**src/design/tuner_cfg_pkg.sv**
```systemverilog
/*
  Shared constants and types of the tuner configuration register bank:
  register indexes, field positions, reset values, bus address and timing.
  Assumes a single 20 MHz clock domain in the device that imports it.
*/
package tuner_cfg_pkg;

  // ------------------------------------------------------------------
  // Register map
  // ------------------------------------------------------------------
  localparam int NUM_CFG = 8;
  localparam logic [7:0] ADDR_DIAG_TRIM = 8'h00;
  localparam logic [7:0] ADDR_SYNTH_LOOP = 8'h01;
  localparam logic [7:0] ADDR_OSC_BAND = 8'h02;
  localparam logic [7:0] ADDR_SIGNAL_PATH = 8'h03;
  localparam logic [7:0] ADDR_REFCLK_DIV_PWR = 8'h04;
  localparam logic [7:0] ADDR_CLOCK_IN_SCALE = 8'h05;
  localparam logic [7:0] ADDR_LOOP_DIV_HIGH = 8'h06;
  localparam logic [7:0] ADDR_LOOP_DIV_LOW = 8'h07;

  // Reset values are the recommended defaults, indexed by address
  localparam logic [7:0] CFG_RESET [NUM_CFG] = '{
    8'h10, 8'hf1, 8'hd8, 8'h56, 8'h08, 8'h38, 8'h53, 8'hf8
  };

  // ------------------------------------------------------------------
  // Field positions
  // ------------------------------------------------------------------
  localparam int SOFT_POWERDOWN_BIT = 2;
  localparam int SOFT_STANDBY_BIT = 1;
  localparam int QUAD_OUTPUT_DISABLE_BIT = 0;
  localparam int LOOP_LOW_LSB = 3;
  localparam int ST1_PUMP_LSB = 3;
  localparam int ST1_POWER_CYCLED_BIT = 2;
  localparam int ST1_AUTOSEL_SUCCESS_BIT = 1;
  localparam int ST1_AUTOSEL_IDLE_BIT = 0;
  localparam int ST2_OSC_INDEX_LSB = 6;
  localparam int ST2_SUBBAND_LSB = 3;

  // ------------------------------------------------------------------
  // Serial bus and timing
  // ------------------------------------------------------------------
  localparam logic [6:0] DEVICE_ADDR = 7'h61; // Arbitrary value
  localparam logic [3:0] BITS_PER_BYTE = 4'h8;
  localparam int CLK_FREQ_HZ = 20_000_000;
  localparam int POWERUP_WAIT_US = 100;
  // Least time; exact for a whole-MHz clock, so no rounding term is added
  localparam int POWERUP_WAIT_CYCLES =
    (POWERUP_WAIT_US * (CLK_FREQ_HZ / 1_000_000) + 0);

  typedef enum {
    IDLE, ADDR_BYTE, ADDR_ACK, REG_BYTE, REG_ACK,
    WDATA_BYTE, WDATA_ACK, RDATA_BYTE, RDATA_ACK
  } bus_state_type;

endpackage

```
**src/design/tuner_config_register_bank.sv**
```systemverilog
/*
  Configuration and status register bank of a broadcast tuner, reached by
  a host over a two-wire serial bus; also the shutdown and reference-select
  pin controls. Assumes SCL no faster than ref_clk/8 and status inputs that are
  already synchronous to ref_clk.
*/
`timescale 1ns/1ps

module tuner_config_register_bank
  import tuner_cfg_pkg::*;
(
  input wire logic ref_clk,
  input wire logic nrst,
  input wire logic sclPin,
  input wire logic sdaPin,
  output logic sdaOut,
  output logic sdaOe,
  input wire logic shutdownPinN,
  input wire logic refSelectPin,
  input wire logic [1:0] pumpCurrentActual,
  input wire logic autoselectSuccess,
  input wire logic autoselectIdle,
  input wire logic [1:0] selOscIndex,
  input wire logic [2:0] selSubband,
  input wire logic [2:0] tuneSampleCode,
  output logic [7:0] diagnosticTrimConfig,
  output logic [7:0] synthLoopConfig,
  output logic [7:0] oscBandSelect,
  output logic [7:0] signalPathControl,
  output logic [7:0] refclkDividerPower,
  output logic [7:0] clockInScaleValue,
  output logic [12:0] loopDivide,
  output logic extRefEnable,
  output logic crystalEnable,
  output logic busActive,
  output logic chipActive,
  output logic synthActive,
  output logic quadOutputEnable
);

  // ------------------------------------------------------------------
  // Pin sampling
  // ------------------------------------------------------------------
  logic shutdownN;
  logic refSelect;
  logic sdaLevel;
  logic sclRise;
  logic sclFall;
  logic startSeen;
  logic stopSeen;
  logic powered;

  bus_pin_sampler pins (
    .ref_clk(ref_clk),
    .nrst(nrst),
    .sclPin(sclPin),
    .sdaPin(sdaPin),
    .shutdownPinN(shutdownPinN),
    .refSelectPin(refSelectPin),
    .shutdownN(shutdownN),
    .refSelect(refSelect),
    .sdaLevel(sdaLevel),
    .sclRise(sclRise),
    .sclFall(sclFall),
    .startSeen(startSeen),
    .stopSeen(stopSeen)
  );

  // Shutdown acts as a second reset for all logic below
  assign powered = nrst && shutdownN;

  // ------------------------------------------------------------------
  // Status byte assembly
  // ------------------------------------------------------------------
  logic powerCycledFlag;

  // Index 0 is the first status byte, index 1 the second
  function automatic logic [7:0] statusByte(input logic idx);
    logic [7:0] b;
    b = 8'h00;
    if (!idx) begin
      b[ST1_PUMP_LSB +: 2] = pumpCurrentActual;
      b[ST1_POWER_CYCLED_BIT] = powerCycledFlag;
      b[ST1_AUTOSEL_SUCCESS_BIT] = autoselectSuccess;
      b[ST1_AUTOSEL_IDLE_BIT] = autoselectIdle;
    end else begin
      b[ST2_OSC_INDEX_LSB +: 2] = selOscIndex;
      b[ST2_SUBBAND_LSB +: 3] = selSubband;
      b[2:0] = tuneSampleCode;
    end
    return b;
  endfunction

  // True for addresses that name a configuration register
  function automatic logic isCfgAddr(input logic [7:0] a);
    return a < 8'(NUM_CFG);
  endfunction

  // ------------------------------------------------------------------
  // Bus engine state
  // ------------------------------------------------------------------
  bus_state_type state;
  bus_state_type next_state;
  logic [3:0] bitCnt;
  logic [3:0] next_bitCnt;
  logic [7:0] shifter;
  logic [7:0] next_shifter;
  logic [7:0] regPtr;
  logic [7:0] next_regPtr;
  logic readMode;
  logic next_readMode;
  logic statusIdx;
  logic next_statusIdx;
  logic hostAck;
  logic next_hostAck;
  logic next_powerCycledFlag;
  logic [7:0] cfg [NUM_CFG];
  logic [7:0] next_cfg [NUM_CFG];
  logic wrEn;
  logic [2:0] wrIdx;

  // Byte-level protocol: sample on SCL rise, change SDA after SCL fall
  always_comb begin
    next_state = state;
    next_bitCnt = bitCnt;
    next_shifter = shifter;
    next_regPtr = regPtr;
    next_readMode = readMode;
    next_statusIdx = statusIdx;
    next_hostAck = hostAck;
    next_powerCycledFlag = powerCycledFlag;
    wrEn = 1'b0;
    wrIdx = regPtr[2:0];
    if (startSeen) begin
      next_state = ADDR_BYTE;
      next_bitCnt = 4'h0;
      next_readMode = 1'b0;
    end else if (stopSeen) begin
      next_state = IDLE;
      // Closing a read clears the flag
      if (readMode) begin
        next_powerCycledFlag = 1'b0;
      end
      next_readMode = 1'b0;
    end else begin
      case (state)
        IDLE: begin
          next_bitCnt = 4'h0;
        end
        ADDR_BYTE, REG_BYTE, WDATA_BYTE: begin
          if (sclRise && bitCnt != BITS_PER_BYTE) begin
            next_shifter = {shifter[6:0], sdaLevel};
            next_bitCnt = bitCnt + 4'h1;
          end else if (sclFall && bitCnt == BITS_PER_BYTE) begin
            next_bitCnt = 4'h0;
            case (state)
              ADDR_BYTE: begin
                // Foreign addresses are left alone until the next START
                if (shifter[7:1] == DEVICE_ADDR) begin
                  next_state = ADDR_ACK;
                  next_readMode = shifter[0];
                end else begin
                  next_state = IDLE;
                end
              end
              REG_BYTE: begin
                next_regPtr = shifter;
                next_state = REG_ACK;
              end
              default: begin
                // Writes past the last register are acked but dropped
                wrEn = isCfgAddr(regPtr);
                next_regPtr = regPtr + 8'h01;
                next_state = WDATA_ACK;
              end
            endcase
          end
        end
        ADDR_ACK, REG_ACK, WDATA_ACK: begin
          if (sclFall) begin
            if (state == ADDR_ACK && readMode) begin
              // Status bytes carry no address: each read starts at byte one
              next_statusIdx = 1'b1;
              next_shifter = statusByte(1'b0);
              next_state = RDATA_BYTE;
            end else begin
              next_state = (state == ADDR_ACK) ? REG_BYTE : WDATA_BYTE;
            end
          end
        end
        RDATA_BYTE: begin
          if (sclRise) begin
            next_bitCnt = bitCnt + 4'h1;
          end else if (sclFall) begin
            if (bitCnt == BITS_PER_BYTE) begin
              next_bitCnt = 4'h0;
              next_state = RDATA_ACK;
            end else begin
              next_shifter = {shifter[6:0], 1'b0};
            end
          end
        end
        RDATA_ACK: begin
          if (sclRise) begin
            next_hostAck = !sdaLevel;
          end else if (sclFall) begin
            if (hostAck) begin
              next_shifter = statusByte(statusIdx);
              next_statusIdx = !statusIdx;
              next_state = RDATA_BYTE;
            end else begin
              next_state = IDLE;
            end
          end
        end
        default: begin
          next_state = IDLE;
        end
      endcase
    end
  end

  // Write port of the configuration array
  generate
    for (genvar i = 0; i < NUM_CFG; i++) begin : g_cfg
      always_comb begin
        next_cfg[i] = cfg[i];
        if (wrEn && wrIdx == 3'(i)) begin
          next_cfg[i] = shifter;
        end
      end
    end
  endgenerate

  // Shutdown resets the bus engine and loads the registers with CFG_RESET; soft power-down does not
  always_ff @(posedge ref_clk) begin
    if (!powered) begin
      state <= IDLE;
      bitCnt <= 4'h0;
      shifter <= 8'h00;
      regPtr <= 8'h00;
      readMode <= 1'b0;
      statusIdx <= 1'b0;
      hostAck <= 1'b0;
      powerCycledFlag <= 1'b1;
      for (int i = 0; i < NUM_CFG; i++) begin
        cfg[i] <= CFG_RESET[i];
      end
    end else begin
      state <= next_state;
      bitCnt <= next_bitCnt;
      shifter <= next_shifter;
      regPtr <= next_regPtr;
      readMode <= next_readMode;
      statusIdx <= next_statusIdx;
      hostAck <= next_hostAck;
      powerCycledFlag <= next_powerCycledFlag;
      for (int i = 0; i < NUM_CFG; i++) begin
        cfg[i] <= next_cfg[i];
      end
    end
  end

  // ------------------------------------------------------------------
  // Pin drive and outputs
  // ------------------------------------------------------------------
  // Open drain: only ever pulls low, and never while shut down
  assign sdaOut = 1'b0;
  assign sdaOe = powered && (state == ADDR_ACK || state == REG_ACK ||
    state == WDATA_ACK || (state == RDATA_BYTE && !shifter[7]));

  assign diagnosticTrimConfig = cfg[ADDR_DIAG_TRIM[2:0]];
  assign synthLoopConfig = cfg[ADDR_SYNTH_LOOP[2:0]];
  assign oscBandSelect = cfg[ADDR_OSC_BAND[2:0]];
  assign signalPathControl = cfg[ADDR_SIGNAL_PATH[2:0]];
  assign refclkDividerPower = cfg[ADDR_REFCLK_DIV_PWR[2:0]];
  assign clockInScaleValue = cfg[ADDR_CLOCK_IN_SCALE[2:0]];
  assign loopDivide = {cfg[ADDR_LOOP_DIV_HIGH[2:0]],
    cfg[ADDR_LOOP_DIV_LOW[2:0]][7:LOOP_LOW_LSB]};

  // Reference source follows the pin; both off while shut down
  assign extRefEnable = powered && refSelect;
  assign crystalEnable = powered && !refSelect;

  // Pin shutdown overrides every software power setting
  assign busActive = powered;
  assign chipActive = powered && !refclkDividerPower[SOFT_POWERDOWN_BIT];
  assign synthActive = chipActive && !refclkDividerPower[SOFT_STANDBY_BIT];
  assign quadOutputEnable = synthActive &&
    !refclkDividerPower[QUAD_OUTPUT_DISABLE_BIT];

endmodule

```
**src/design/bus_pin_sampler.sv**
```systemverilog
/*
  Two-flop synchronisers for the serial bus pins, the shutdown pin and the
  reference-select pin, plus edge and START/STOP detection on the bus.
  Assumes pins are asynchronous to ref_clk and SCL is far slower than it.
*/
`timescale 1ns/1ps

module bus_pin_sampler
  import tuner_cfg_pkg::*;
(
  input wire logic ref_clk,
  input wire logic nrst,
  input wire logic sclPin,
  input wire logic sdaPin,
  input wire logic shutdownPinN,
  input wire logic refSelectPin,
  output logic shutdownN,
  output logic refSelect,
  output logic sdaLevel,
  output logic sclRise,
  output logic sclFall,
  output logic startSeen,
  output logic stopSeen
);

  // ------------------------------------------------------------------
  // Synchronisers
  // ------------------------------------------------------------------
  logic [3:0] meta;
  logic [3:0] sync;
  logic [1:0] prevBus;
  logic [3:0] next_meta;
  logic [3:0] next_sync;
  logic [1:0] next_prevBus;

  // Order: scl, sda, shutdown, refselect; first stage feeds only second
  always_comb begin
    next_meta = {refSelectPin, shutdownPinN, sdaPin, sclPin};
    next_sync = meta;
    next_prevBus = sync[1:0];
  end

  // Idle bus and pulled-up select pin read high out of reset
  always_ff @(posedge ref_clk) begin
    if (!nrst) begin
      meta <= 4'hf;
      sync <= 4'hf;
      prevBus <= 2'h3;
    end else begin
      meta <= next_meta;
      sync <= next_sync;
      prevBus <= next_prevBus;
    end
  end

  // Bus conditions compare the second stage with the registered copy behind it
  assign shutdownN = sync[2];
  assign refSelect = sync[3];
  assign sdaLevel = sync[1];
  assign sclRise = sync[0] && !prevBus[0];
  assign sclFall = !sync[0] && prevBus[0];
  assign startSeen = sync[0] && prevBus[0] && prevBus[1] && !sync[1];
  assign stopSeen = sync[0] && prevBus[0] && !prevBus[1] && sync[1];

endmodule

```
**config.mk**
```make
export PLATFORM = sky130hd
export DESIGN_NAME = tuner_config_register_bank
export DESIGN_NICKNAME = d
export VERILOG_FILES = /design/src/design/tuner_cfg_pkg.sv /design/src/design/tuner_config_register_bank.sv /design/src/design/bus_pin_sampler.sv
export SDC_FILE = /design/constraint.sdc
export NUM_CORES = 1
export LEC_CHECK = 0
export BUFFER_PORTS_ARGS = -buffer_cell sky130_fd_sc_hd__buf_2
export CAP_MARGIN = 5
export CORE_MARGIN = 3
export CORE_UTILIZATION = 55
export CTS_BUF_LIST = sky130_fd_sc_hd__clkbuf_16
export DETAILED_ROUTE_END_ITERATION = 6
export GPL_TIMING_DRIVEN = 1
export PLACE_DENSITY_LB_ADDON = 0.05
export RECOVER_POWER = 100
export SYNTH_ARGS = -nofsm -noshare
export SYNTH_HDL_FRONTEND = slang
export SYNTH_SLANG_ARGS = --single-unit
```
**constraint.sdc**
```tcl
create_clock -name ref_clk -period 3.1 [get_ports ref_clk]
set_input_delay 0.775 -clock ref_clk [delete_from_list [all_inputs] [get_ports ref_clk]]
set_output_delay 0.775 -clock ref_clk [all_outputs]
set_load 0.02 [all_outputs]
```
* Word level (Yosys, flattened, before mapping)
Memories as Yosys holds them, arrays and structs flattened. Index checks and enable logic that the tools add are counted.
Operators by class: add/sub/neg operators 2, $lt $le $gt $ge 1, equal/unequal tests 54, mux-type cells 65, bitwise logic cells 14, reduce and logical (&&, ||, !) cells 66
Operators by type and width (number):
- 32-bit two-way mux | 8
- 8-bit two-way mux | 25
- 32-bit by 3-bit == test with 1-bit output, second input constant | 5
- 32-bit case mux with 5 select lines | 1
- 32-bit by 4-bit == test with 1-bit output, second input constant | 4
- 32-bit by 2-bit == test with 1-bit output, second input constant | 2
- 32-bit case mux with 2 select lines | 1
- 32-bit by 1-bit == test with 1-bit output, second input constant | 1
- 32-bit zero test | 1
- 4-bit by 2-bit != test with 1-bit output, second input constant | 8
- 8-bit case mux with 4 select lines | 1
- 1-bit logical AND | 26
- 2-bit != test, second input constant | 12
- 4-bit two-way mux | 5
- 9-bit AND reduction | 2
- 8-bit case mux with 2 select lines | 1
- 2-bit AND reduction | 8
- 1-bit two-way mux | 15
- 3-bit == test, second input constant | 4
- 3-bit two-way mux | 4
- 4-bit case mux with 3 select lines | 1
- 12-bit AND reduction | 1
- 1-bit zero test | 10
- 5-bit AND reduction | 2
- other kinds (27) | 54
Storage, ports and cells: flip-flop bits (word level) 66, bits in writable memories 64, input bits 18, output and inout port bits 69, logic and storage cells 215, memories kept 1
Memory list:
- cfg | words 8, bits a word 8, read ports 8, clocked after Yosys merged registers in 0, wr ports 8, line tuner_config_register_bank.sv:117 | logic [7:0] cfg [NUM_CFG];

* Longest topological paths before layout
Gate-level depths: netlist (run 1).
word-level depth 12, gate-level depth with buffers 9, gate-level depth less buffers 7

* By module
From an unflattened synthesis (run 1), not the netlist that was laid out.
Second synthesis, totals: cell total of the unflattened synthesis 517, area total of the unflattened synthesis 4415.5 µm²
Modules (own cells, without submodules):
- tuner_config_register_bank | instances 1, cells each 493, area an instance 4120.2 µm², sequential area each 1781.7 µm²
- bus_pin_sampler | instances 1, cells each 24, area an instance 295.3 µm², sequential area each 200.2 µm²

* Least setup slack after synthesis (run 1)
OpenSTA, ideal clock, no wires.
path kind input port to output port, from in nrst, to out quadOutputEnable, arrival 1.856 ns, data required time 2.325 ns, path slack 0.469 ns, stages on the path 4, buffers on the path 2, path through nand2_1 -> clkbuf_1 -> buf_1 -> nor4_1
On the way: word-level cells in the longest chain between the ends 4
Ends and longest elaborated chain:
- from (decl) | line tuner_config_register_bank.sv:13 | input wire logic nrst,
- 1-bit logical AND | line tuner_config_register_bank.sv:70 | assign powered = nrst && shutdownN;
- 1-bit logical AND | line tuner_config_register_bank.sv:287 | assign chipActive = powered && !refclkDividerPower[SOFT_POWERDOWN_BIT];
- 1-bit logical AND | line tuner_config_register_bank.sv:288 | assign synthActive = chipActive && !refclkDividerPower[SOFT_STANDBY_BIT];
- 1-bit logical AND | line tuner_config_register_bank.sv:289 | assign quadOutputEnable = synthActive &&
- to (decl) | line tuner_config_register_bank.sv:38 | output logic quadOutputEnable
No other way between the ends.

* Worst setup path after layout (run 1)
from reg state[3], to reg shifter[1]
On the way: word-level cells in the longest chain between the ends 4, elaborated cells between the ends (all ways) 24, those cells by class 18 x eq/ne; 1 x mux; 5 x reduce/logical
Ends and longest elaborated chain:
- from (decl) | line tuner_config_register_bank.sv:102 | bus_state_type state;
- from (signal assigned) | line tuner_config_register_bank.sv:250 | state <= next_state;
- 32-bit by 2-bit == test with 1-bit output, or another cell as far along | line tuner_config_register_bank.sv:146 | case (state)
- 3-bit OR reduction / 1-bit logical AND (equally long branches) | line tuner_config_register_bank.sv:146, tuner_config_register_bank.sv:181
- 4-bit nonzero test (no source line) / 2-bit != test (equally long branches)
- 12-bit AND reduction (no source line)
- to (signal assigned) | line tuner_config_register_bank.sv:252 | shifter <= next_shifter;
- to (decl) | line tuner_config_register_bank.sv:106 | logic [7:0] shifter;
Parallel ways exist; a longest one is shown, timed or not. A chain may end at the register's enable or synchronous reset.

==> results of run 1 <==
-- routing by layer --
metal / GRT usage, % / vias up
met4: 7.82 / 0
met1: 34.6 / 1803
met5: 0 / -
met2: 36.9 / 113
met3: 6.09 / 17
li1: - / 1923
-- registers in the layout, summed over array words and instances, names as in the netlist --
name / count
cfg: 61
regPtr: 8
shifter: 8
bitCnt: 4
pins.meta: 4
pins.sync: 4
state: 4
pins.prevBus: 2
hostAck: 1
powerCycledFlag: 1
readMode: 1
statusIdx: 1
-- through the flow --
stage	power (uW)	setup WS, ps	hold slack, ps	instances	area (um2)
5_1_grt	2660	226	429	666	4930
3_5_place_dp	1400	504	401	651	4710
2_1_floorplan	1370	469	386	501	4260
6_report	2590	485	411	666	4930
4_1_cts	2600	593	412	666	5030
3_3_place_gp	1400	581	391	651	4710
-- worst max-delay path, stage by stage, from the launching register on --
cell      delay [ps]
dfxtp_1          670
nor4b_1          860
a21boi_0         250
a311oi_1          70
buf_4            190
and2_1           250
a211oi_1         230
-- placed cells by master, fill, tap and decap left out, drive strengths merged, types with 11 or more instances in the layout --
master / synthesis / final
o21ai: 45 / 45
inv: 9 / 11
nand2b: 16 / 16
a21oi: 40 / 40
nand2: 34 / 34
nor3: 24 / 24
dfxtp: 99 / 99
a211oi: 14 / 14
nor2: 40 / 40
clkbuf: 32 / 78
mux2i: 17 / 17
nand3: 38 / 38
buf: 8 / 22
-- cell type report --
type / instances / area [um2]
repair buffers: 91 / 382
flip-flops and latches: 99 / 1980
clock buffers: 9 / 225
inverters: 10 / 37.5
multi-input cells: 352 / 2080
clock inverters: 6 / 98.8
well taps: 99 / 124
fillers: 658 / 2440
-- logic make-up (layout without fill, tap and decap cells) --
family	count (synthesis)	count (layout)	share of synthesized area, %
AND/OR/NAND/NOR	191	191	23.1
AO/OA/AOI/OAI	133	133	19.0
flip-flops	99	99	46.5
buffers and inverters	50	116	4.55
multiplexers	17	17	3.99
adder cells (fa/ha/maj)	8	8	2.35
XOR/XNOR	2	2	0.411
other	1	1	0.0880
-- power breakdown --
part	internal (uW)	switching (uW)	total, uW
Clock	716	497	1210
Sequential	1280	8.28	1290
Combinational	26.6	61.7	88.3
Total	2020	567	2590
-- path summary, 6_finish.rpt --
kind                      startpoint                      end  depth (start not counted)
min reg2reg  pins.meta[3]$_SDFF_PN1_  pins.sync[3]$_SDFF_PN1_                          1
max reg2reg    state[3]$_SDFFE_PP0P_  shifter[1]$_SDFFE_PN0P_                          6
max            state[3]$_SDFFE_PP0P_  shifter[1]$_SDFFE_PN0P_                          6
min          pins.meta[3]$_SDFF_PN1_  pins.sync[3]$_SDFF_PN1_                          1
==> metrics, run 1 <==
outcome finished clean; Final TNS setup 0 ps; Max transition margin roughly a third; clock root buffer clkbuf_16; uppermost layer routed met4; final hold viol count 0; antenna-violating nets left 0; cell count after synthesis around 500; clk sink count 99; Starting Density 57.8%; top-count cell post-synth dfxtp_1; clock skew between 7 and 8 ps; TritonCTS clock tree built; Layout area overhead 15.7%; drt drc 0; antenna diode count 0; final worst-path cycle share approximately 84%; area share of the largest cell type after synthesis 46.5%; clock buffer count from CTS 9; PwrDens around 520 mW/mm2; Die Width around 94 um; GRT Util Overall 24.6%; syn_nets 527; setup violators final 0; post_cts resized 0; Tmin final 2620 ps; # Post-CTS Setup Buffers 0; FP Rows 31; vias in the first global route 3441; I/O Pins between 80 and 90; routed vias/inst roughly 5.8; yosys warns 0; Util after Layout 66.9%; Crit Path Max Fanout 16; Synth area leaders dfxtp_1, o21ai_0, a21oi_1, nand3_1, mux2i_1; EDFF count, synth 0; Die Ht between 90 and 100 um; Routability Congestion 0.933; DP Wirelength 7310 um; WL/cell roughly 16 um; antenna violations before repair 0; largest net degree at the start of global routing between 50 and 60; top cells by count, synth dfxtp_1, o21ai_0, a21oi_1, nor2_1, nand3_1; drt total wl around 11000 um; CTS H-tree depth 3; first-pass GRT wire length between 15000 and 20000 um; RSZ-0062 raised after global routing false; fmax 382 MHz; share of layout cells above drive strength 1 7.58%; CP endpoint kind register; post-synth top area cell dfxtp_1; WL met1 5020 um; Seq/Total Area, Yosys 46.5%; cts hold-fix bufs 0; die area between 0.008 and 0.009 mm2; DR vias between 3000 and 4000; fraction of registers with async set/reset 0%; clock insertion delay at the later pin of the skew report 340 ps; wire length on met2 just under 5000 um; nets between 500 and 600; I/O Buffers 85; Setup CP Type reg -> reg; peak supply drop 0.000334 V; Max Cap Viol 0; Arrival @ worst endpoint between 2000 and 3000 ps; maximum clock path buffer count 2; CP Launch Type register; hold crit path type reg -> reg; met3 WL 669 um; Slew @ Worst Pin 986 ps; Detailed Route Iter0 Violations about 260; fin. max-slew vios 0; Seq cells post-synth 99; Congestion Overflow GR 0; ys flop type dfxtp_1; total core area ~0.0074 mm2; syn avg cell area between 8 and 9 um2; drt pass-1 iters 5; Worst EP required 3350 ps; synthesized area roughly 0.0043 mm2; Reg clk slew, reported paths 70 ps; Reg2Reg Setup Slack approximately 480 ps; synth unique cells 56; leak pwr around 0.0018 uW
No activity file was read; power rests on OpenSTA's default activity.
==> run 2: changes to the inputs <==
--- a/config.mk
+++ b/config.mk
@@ -5,6 +5,7 @@
 export SDC_FILE = /design/constraint.sdc
 export NUM_CORES = 1
 export LEC_CHECK = 0
+export ABC_AREA = 1
 export BUFFER_PORTS_ARGS = -buffer_cell sky130_fd_sc_hd__buf_2
 export CAP_MARGIN = 5
 export CORE_MARGIN = 3
==> constraint.sdc (replaced) <==
create_clock -name ref_clk -period 2.5 [get_ports ref_clk]
set_input_delay 0.625 -clock ref_clk [delete_from_list [all_inputs] [get_ports ref_clk]]
set_output_delay 0.625 -clock ref_clk [all_outputs]
set_load 0.02 [all_outputs]
==> run 2 against run 1 <==
Compared with the run above:
- first-iteration DRC count is 1.9% higher
- sequential cell count stayed put
- routed wire length increased by 15%
- die area rose by 9.9%
- sequential share of layout area decreased by 3.1 points
- clock-buffer cell count stayed put
- power grew 91%
- sequential power increased by 46%
- critical path depth unchanged
- hold slack worse by 4.9 ps
- critical endpoint is now sdaOe
- largest cell class unchanged
- largest power group unchanged
==> metrics, run 2 <==
Die Width 98.6 um (+4.8%); cts hold-fix bufs 0 (unchanged); fmax around 430 MHz; Pint 2890 uW (+43%); Seq/Total Area, Yosys 42.0% (-4.5 points); die area 0.00972 mm2 (+9.9%); post-synth top area cell dfxtp_1; first-pass GRT wire length 20500 um (+20%); commonest non-fill, non-tap cell in the layout nand2_1; RSZ-0062 raised after global routing false; peak supply drop 0.000431 V (+29%); max reg flops 61 (unchanged); synthesized area 0.00472 mm2 (+11%); crit path from state[3]$_SDFFE_PP0P_; WL/cell 14.2 um (-11%); Critical-path top delay cell dfxtp_1; largest net degree at the start of global routing 65 (+25%); CP Launch Type register; I/O Buffers 85 (unchanged); Max transition margin 46.8% (+13 points); Max stage delay on crit path 360 ps (-500 ps); DR vias 4618 (+20%); Largest Register cfg; ys flop type dfxtp_1; Worst EP required 1880 ps (-1470 ps); PwrDens 925 mW/mm2 (+76%); EDFF count, synth 0 (unchanged); maximum clock path buffer count 2 (unchanged); leak pwr 0.00259 uW (+43%); synth unique cells 34 (-39%); final hold viol count 0 (unchanged); biggest regs cfg x61, regPtr x8, shifter x8; cell count after synthesis 678 (+35%); clock buffer count from CTS 9 (unchanged); Net Sw Power 2060 uW (+260%); fraction of registers with async set/reset 0% (unchanged); setup violators final 0 (unchanged); clock skew 7.75 ps (-0.00858 ps); drt drc 0 (unchanged); area share of the largest cell type after synthesis 42.0% (-4.5 points); Worst Reg-to-Reg Cells 11 (+5); Switching Share 41.6% (+20 points); Crit Path Max Fanout 7 (-9); area of all sequential standard cells 0.00198 mm2 (unchanged); clock insertion delay at the later pin of the skew report 350 ps (about the same); outcome finished clean; top cells by count, synth nand2_1, nor2_1, dfxtp_1, inv_1, nand3_1; # Post-CTS Setup Buffers 0 (unchanged); XOR/XNOR Fraction of Synth Area 0.371% (-0.039 points); Gate power share 34.8% (+31 points); DP Wirelength 8720 um (+19%); antenna violations before repair 0 (unchanged); vias in the first global route 4281 (+24%); CTS H-tree depth 3 (unchanged); mux share of post-synthesis cell area 0% (-4.0 points); Congestion Overflow GR 0 (unchanged); Multi-input gate area 0.00226 mm2 (+8.2%); drt pass-1 iters 5 (unchanged); share of layout cells above drive strength 1 8.55% (+0.97 points); Tmin final around 2300 ps; drt total wl 12300 um (+15%); GRT Util Overall 25.9% (+1.3 points); Util after Layout 64.8% (-2.1 points); worst-path cell chain nor2_2 > nand2_1 > nand2_2 > inv_1 > a21oi_1 > buf_2; FP Rows 33 (+6.5%); Reg clk slew, reported paths 70 ps (about the same); Arrival @ worst endpoint 1680 ps (-1180 ps); Detailed Route Iter0 Violations 264 (+1.9%); antenna-violating nets left 0 (unchanged); yosys warns 0 (unchanged); syn_nets 704 (+34%); Setup CP Type reg -> out; nets 781 (+33%); hold crit path type reg -> reg; Setup Slack @ Placement 154 ps (-350 ps); Synth area leaders dfxtp_1, nand2_1, nor2_1, inv_1, nand3_1; Layout area overhead 13.5%; top-count cell post-synth nand2_1; Routability Congestion 0.920 (-1.3%); Reg-to-Reg End cfg[1][22]$_SDFFE_PN1P_; clock root buffer clkbuf_16; routed vias/inst 5.34 (-7.8%); Synth Area in Compound Gates 12.2% (-6.8 points); Critical R2R Launch bitCnt[0]$_SDFFE_PP0P_; Seq pwr share 37.9% (-12 points); Post-Synth Adder-Cell Area 2.12% (-0.23 points); Starting Density 57.1% (-0.74 points); commonest non-fill, non-tap cells in the layout nand2_1, nor2_1, dfxtp_1; Max Cap Viol 0 (unchanged); Reg2Reg Setup Slack 230 ps (-250 ps); Die Ht 98.6 um (+4.8%); Seq cells post-synth 99 (unchanged); simple-gate share of the synthesized area 34.1% (+11 points); Final Instance Area 0.00535 mm2 (+8.5%); final worst-path cycle share 92.3%; total core area 0.00826 mm2 (+12%); clock share of power 27.3% (-20 points); syn avg cell area 6.96 um2 (-18%); main combinational cell family by area after synthesis simple AND/OR/NAND/NOR gates; fin. max-slew vios 0 (unchanged); CP endpoint kind output port; Slew @ Worst Pin 793 ps (-192 ps); worst setup margin 192 ps (-292 ps); post_cts resized 0 (unchanged); worst setup path endpoint sdaOe; clk sink count 99 (unchanged); DP Area 0.00521 mm2 (+11%); TritonCTS clock tree built; Filler cells 798 (+21%); antenna diode count 0 (unchanged); I/O Pins 87 (unchanged); Pwr Total 4950 uW (+91%); Final TNS setup 0 ps (unchanged)
[run 2: cell count changes after synthesis, moves of 11 or more]
cell	change
nand3_1	+11
nand2b_1	-16
o211ai_1	+26
mux2i_1	-17
clkbuf_1	-17
nor3_1	-19
nor2_1	+62
inv_1	+63
o21ai_0	-22
nand2_1	+152
a211oi_1	-14
[run 2: worst max-delay path: cells and delay by family, from the launching register on]
kind | cells | cell delay (ps)
flops | 1 | 360
compound gates | 1 | 130
simple gates | 3 | 540
buf+inv | 2 | 310
[run 2: per-layer routing]
| metal | GRT usage (%) | vias up | routed length (um) |
|---|---|---|---|
| li1 | - | 2304 | - |
| met1 | 35.9 | 2116 | 5420 |
| met2 | 41.3 | 180 | 5710 |
| met3 | 5.73 | 18 | 963 |
| met4 | 5.99 | 0 | 188 |
| met5 | 0 | - | 0 |
[run 2: cell families (layout without fill, tap and decap cells)]
group,Yosys count,after routing
compound gates,96,96
fa+ha+maj,8,8
xor+xnor,2,2
other cells,1,1
flops,99,99
buf+inv,105,187
simple gates,367,367
[run 2: final cells by class]
| cell class | count | area share, % |
|---|---|---|
| Clock buffer | 9 | 4.21 |
| Clock inverter | 7 | 1.08 |
| Inverter | 77 | 5.40 |
| Multi-Input combinational cell | 474 | 42.1 |
| Sequential cell | 99 | 37.0 |
| Tap cell | 105 | 2.45 |
| Timing Repair Buffer | 94 | 7.69 |
[run 2: how the worst min path moves through the flow]
| stage | slack [ps] | endpoint | from | cells after the start |
|---|---|---|---|---|
| 2_1_floorplan | 380 | pins.sync[0]$_SDFF_PN1_ | pins.meta[0]$_SDFF_PN1_ | 2 |
| 3_3_place_gp | 380 | pins.sync[2]$_SDFF_PN1_ | pins.meta[2]$_SDFF_PN1_ | 2 |
| 3_5_place_dp | 390 | pins.sync[0]$_SDFF_PN1_ | pins.meta[0]$_SDFF_PN1_ | 2 |
| 4_1_cts | 410 | pins.sync[0]$_SDFF_PN1_ | pins.meta[0]$_SDFF_PN1_ | 2 |
| 5_1_grt | 420 | pins.sync[2]$_SDFF_PN1_ | pins.meta[2]$_SDFF_PN1_ | 2 |
| 6_report | 410 | pins.sync[2]$_SDFF_PN1_ | pins.meta[2]$_SDFF_PN1_ | 2 |
[run 2: stage by stage]
step	hold slack, ps	instances
after floorplan	380	678
after global placement	382	849
after detailed placement	390	849
after CTS	409	865
after global routing	418	865
final	406	865
[run 2: power groups by stage]
| stage | Sequential, uW | Clock [uW] | Combinational, uW |
|---|---|---|---|
| finish | 1880 | 1350 | 1720 |
| global route | 1890 | 1420 | 1960 |
| CTS | 1870 | 1370 | 1740 |
| detailed placement | 1910 | 0 | 1730 |
| global placement | 1910 | 0 | 1720 |
| floorplan | 1780 | 0 | 1360 |
==> run 3: changes to the inputs <==
--- a/config.mk
+++ b/config.mk
@@ -9,7 +9,7 @@
 export BUFFER_PORTS_ARGS = -buffer_cell sky130_fd_sc_hd__buf_2
 export CAP_MARGIN = 5
 export CORE_MARGIN = 3
-export CORE_UTILIZATION = 55
+export CORE_UTILIZATION = 50
 export CTS_BUF_LIST = sky130_fd_sc_hd__clkbuf_16
 export DETAILED_ROUTE_END_ITERATION = 6
 export GPL_TIMING_DRIVEN = 1
==> constraint.sdc (replaced) <==
create_clock -name ref_clk -period 2.05 [get_ports ref_clk]
set_input_delay 0.5125 -clock ref_clk [delete_from_list [all_inputs] [get_ports ref_clk]]
set_output_delay 0.5125 -clock ref_clk [all_outputs]
set_load 0.02 [all_outputs]
==> run 3 against run 2 <==
Compared with the run above:
- power is 26% higher
- die area is 9.4% higher
- non-clock buffer count is 14 higher
- register-to-register slack worse by 50 ps
- routed wire length is 4.3% higher
- largest cell class unchanged
- cell area is 3.5% higher
- clock power is 16% higher
- highest routed layer unchanged
- combinational power is 45% higher
- global-route usage is 1.4 points lower
- worst setup slack worse by 53 ps
- sequential power is 16% higher
- critical path type unchanged
- critical path depth stayed put
==> metrics, run 3 (same netlist as run 2, synthesis figures left out) <==
Crit Path Max Fanout 6 (-1); Net Sw Power 2580 uW (+26%); I/O Pins 87 (unchanged); RSZ-0062 raised after global routing false; antenna violations before repair 0 (unchanged); maximum clock path buffer count 2 (unchanged); drt drc 0 (unchanged); die area 0.0106 mm2 (+9.4%); nets 795 (+1.8%); final worst-path cycle share between 90% and 100%; hold crit path type in -> reg; commonest non-fill, non-tap cell in the layout nand2_1; Arrival @ worst endpoint 1400 ps (-280 ps); clk sink count 99 (unchanged); drt pass-1 iters 7 (+2); Reg clk slew, reported paths 70 ps (about the same); vias in the first global route 4051 (-5.4%); Worst EP required 1540 ps (-340 ps); DP Wirelength 9140 um (+4.8%); Gate power share 39.9% (+5.1 points); I/O Buffers 85 (unchanged); fmax ~520 MHz; CTS H-tree depth 3 (unchanged); DR vias 4595 (-0.50%); FP Rows 34 (+3.0%); clock share of power 25.0% (-2.3 points); CP endpoint kind output port; Tmin final 1910 ps; Congestion Overflow GR 0 (unchanged); Pint 3670 uW (+27%); crit path from state[3]$_SDFFE_PP0P_; Pwr Total 6250 uW (+26%); total core area 0.00893 mm2 (+8.2%); commonest non-fill, non-tap cells in the layout nand2_1, nor2_1, dfxtp_1; first-pass GRT wire length 20200 um (-1.7%); TritonCTS clock tree built; Die Ht 103 um (+4.6%); fin. max-slew vios 0 (unchanged); antenna diode count 0 (unchanged); Setup CP Type reg -> out; GRT Util Overall 24.5% (-1.4 points); Critical R2R Launch bitCnt[0]$_SDFFE_PP0P_; clock insertion delay at the later pin of the skew report 340 ps (about the same); antenna-violating nets left 0 (unchanged); share of layout cells above drive strength 1 11.7% (+3.1 points); Slew @ Worst Pin 509 ps (-284 ps); hold_sp shutdownPinN; largest net degree at the start of global routing 61 (-6.2%); Switching Share 41.3% (-0.24 points); biggest regs cfg x61, regPtr x8, shifter x8; setup violators final 0 (unchanged); Final TNS setup 0 ps (unchanged); hold slack 335 ps (-70.6 ps); leak pwr 0.00267 uW (+3.4%); Detailed Route Iter0 Violations 285 (+8.0%); routed vias/inst 5.22 (-2.2%); clock root buffer clkbuf_16; WL/cell 14.6 um (+2.6%); Max Cap Viol 0 (unchanged); Die Width 103 um (+4.6%); peak supply drop 0.000657 V (+52%); Layout area overhead 17.5%; max reg flops 61 (unchanged); PwrDens 1130 mW/mm2 (+22%); Max transition margin 65.9% (+19 points); Seq pwr share 35.1% (-2.8 points); clock buffer count from CTS 9 (unchanged); clock skew 9.27 ps (+1.52 ps); drt total wl 12800 um (+4.3%); Starting Density 52.8% (-4.3 points); Largest Register cfg; cts hold-fix bufs 0 (unchanged); CP Launch Type register; Routability Congestion 0.886 (-3.7%); outcome finished clean; final hold viol count 0 (unchanged)
-- run 3: metrics by stage --
stage	std cells	setup slack [ps]	area, um2	utilization, %
3_5_place_dp	864	157	5320	59.6
3_3_place_gp	864	238	5320	59.6
5_1_grt	880	1.11	5540	62.0
2_1_floorplan	678	179	4720	-
6_report	880	140	5540	62.0
4_1_cts	880	79.0	5610	62.8
-- run 3: final timing paths --
check / endpoint / slack, ps / cells past startpoint
setup / recovery: sdaOe / 140 / 6
setup reg to reg: cfg[1][9]$_SDFFE_PN0P_ / 180 / 11
hold / removal: pins.meta[2]$_SDFF_PN1_ / 340 / 3
hold reg to reg: pins.sync[3]$_SDFF_PN1_ / 400 / 2
-- run 3: what timing repair did --
action                                  4_1_cts  5_1_grt
buffers inserted                              2        0
endpoints found under the setup margin        1       19
endpoints found under the hold margin         0        0
pin swaps                                     2        4
gates resized for setup                       3        8
-- run 3: critical path, cell delays in order, from the launching register on --
cell	delay [ps]
dfxtp_2	360
inv_1	110
nand3_1	160
nand2_4	100
inv_1	80
a21oi_2	120
buf_4	140
-- run 3: area by class of cell --
cell class / count / area (um2)
Clock buffer: 9 / 225
Clock inverter: 5 / 40.0
Tap cell: 108 / 135
Sequential cell: 99 / 1990
Multi-Input combinational cell: 474 / 2330
Timing Repair Buffer: 108 / 534
Fill cell: 880 / 3390
Inverter: 77 / 289
-- run 3: routing by layer --
metal,GRT usage [%],wire length [um],vias to the layer above
met4,4.58,108,0
li1,-,-,2348
met2,39.5,5840,155
met5,0,0,-
met3,6.43,884,11
met1,33.4,5980,2081
-- run 3: power by group through the flow --
stage                     clock network [uW]  logic, uW  registers [uW]
final                                   1560       2500            2190
after CTS                               1590       2440            2180
after detailed placement                   0       2360            2220
after global routing                    1670       2790            2210
after global placement                     0       2360            2210
after floorplan                            0       1660            2170
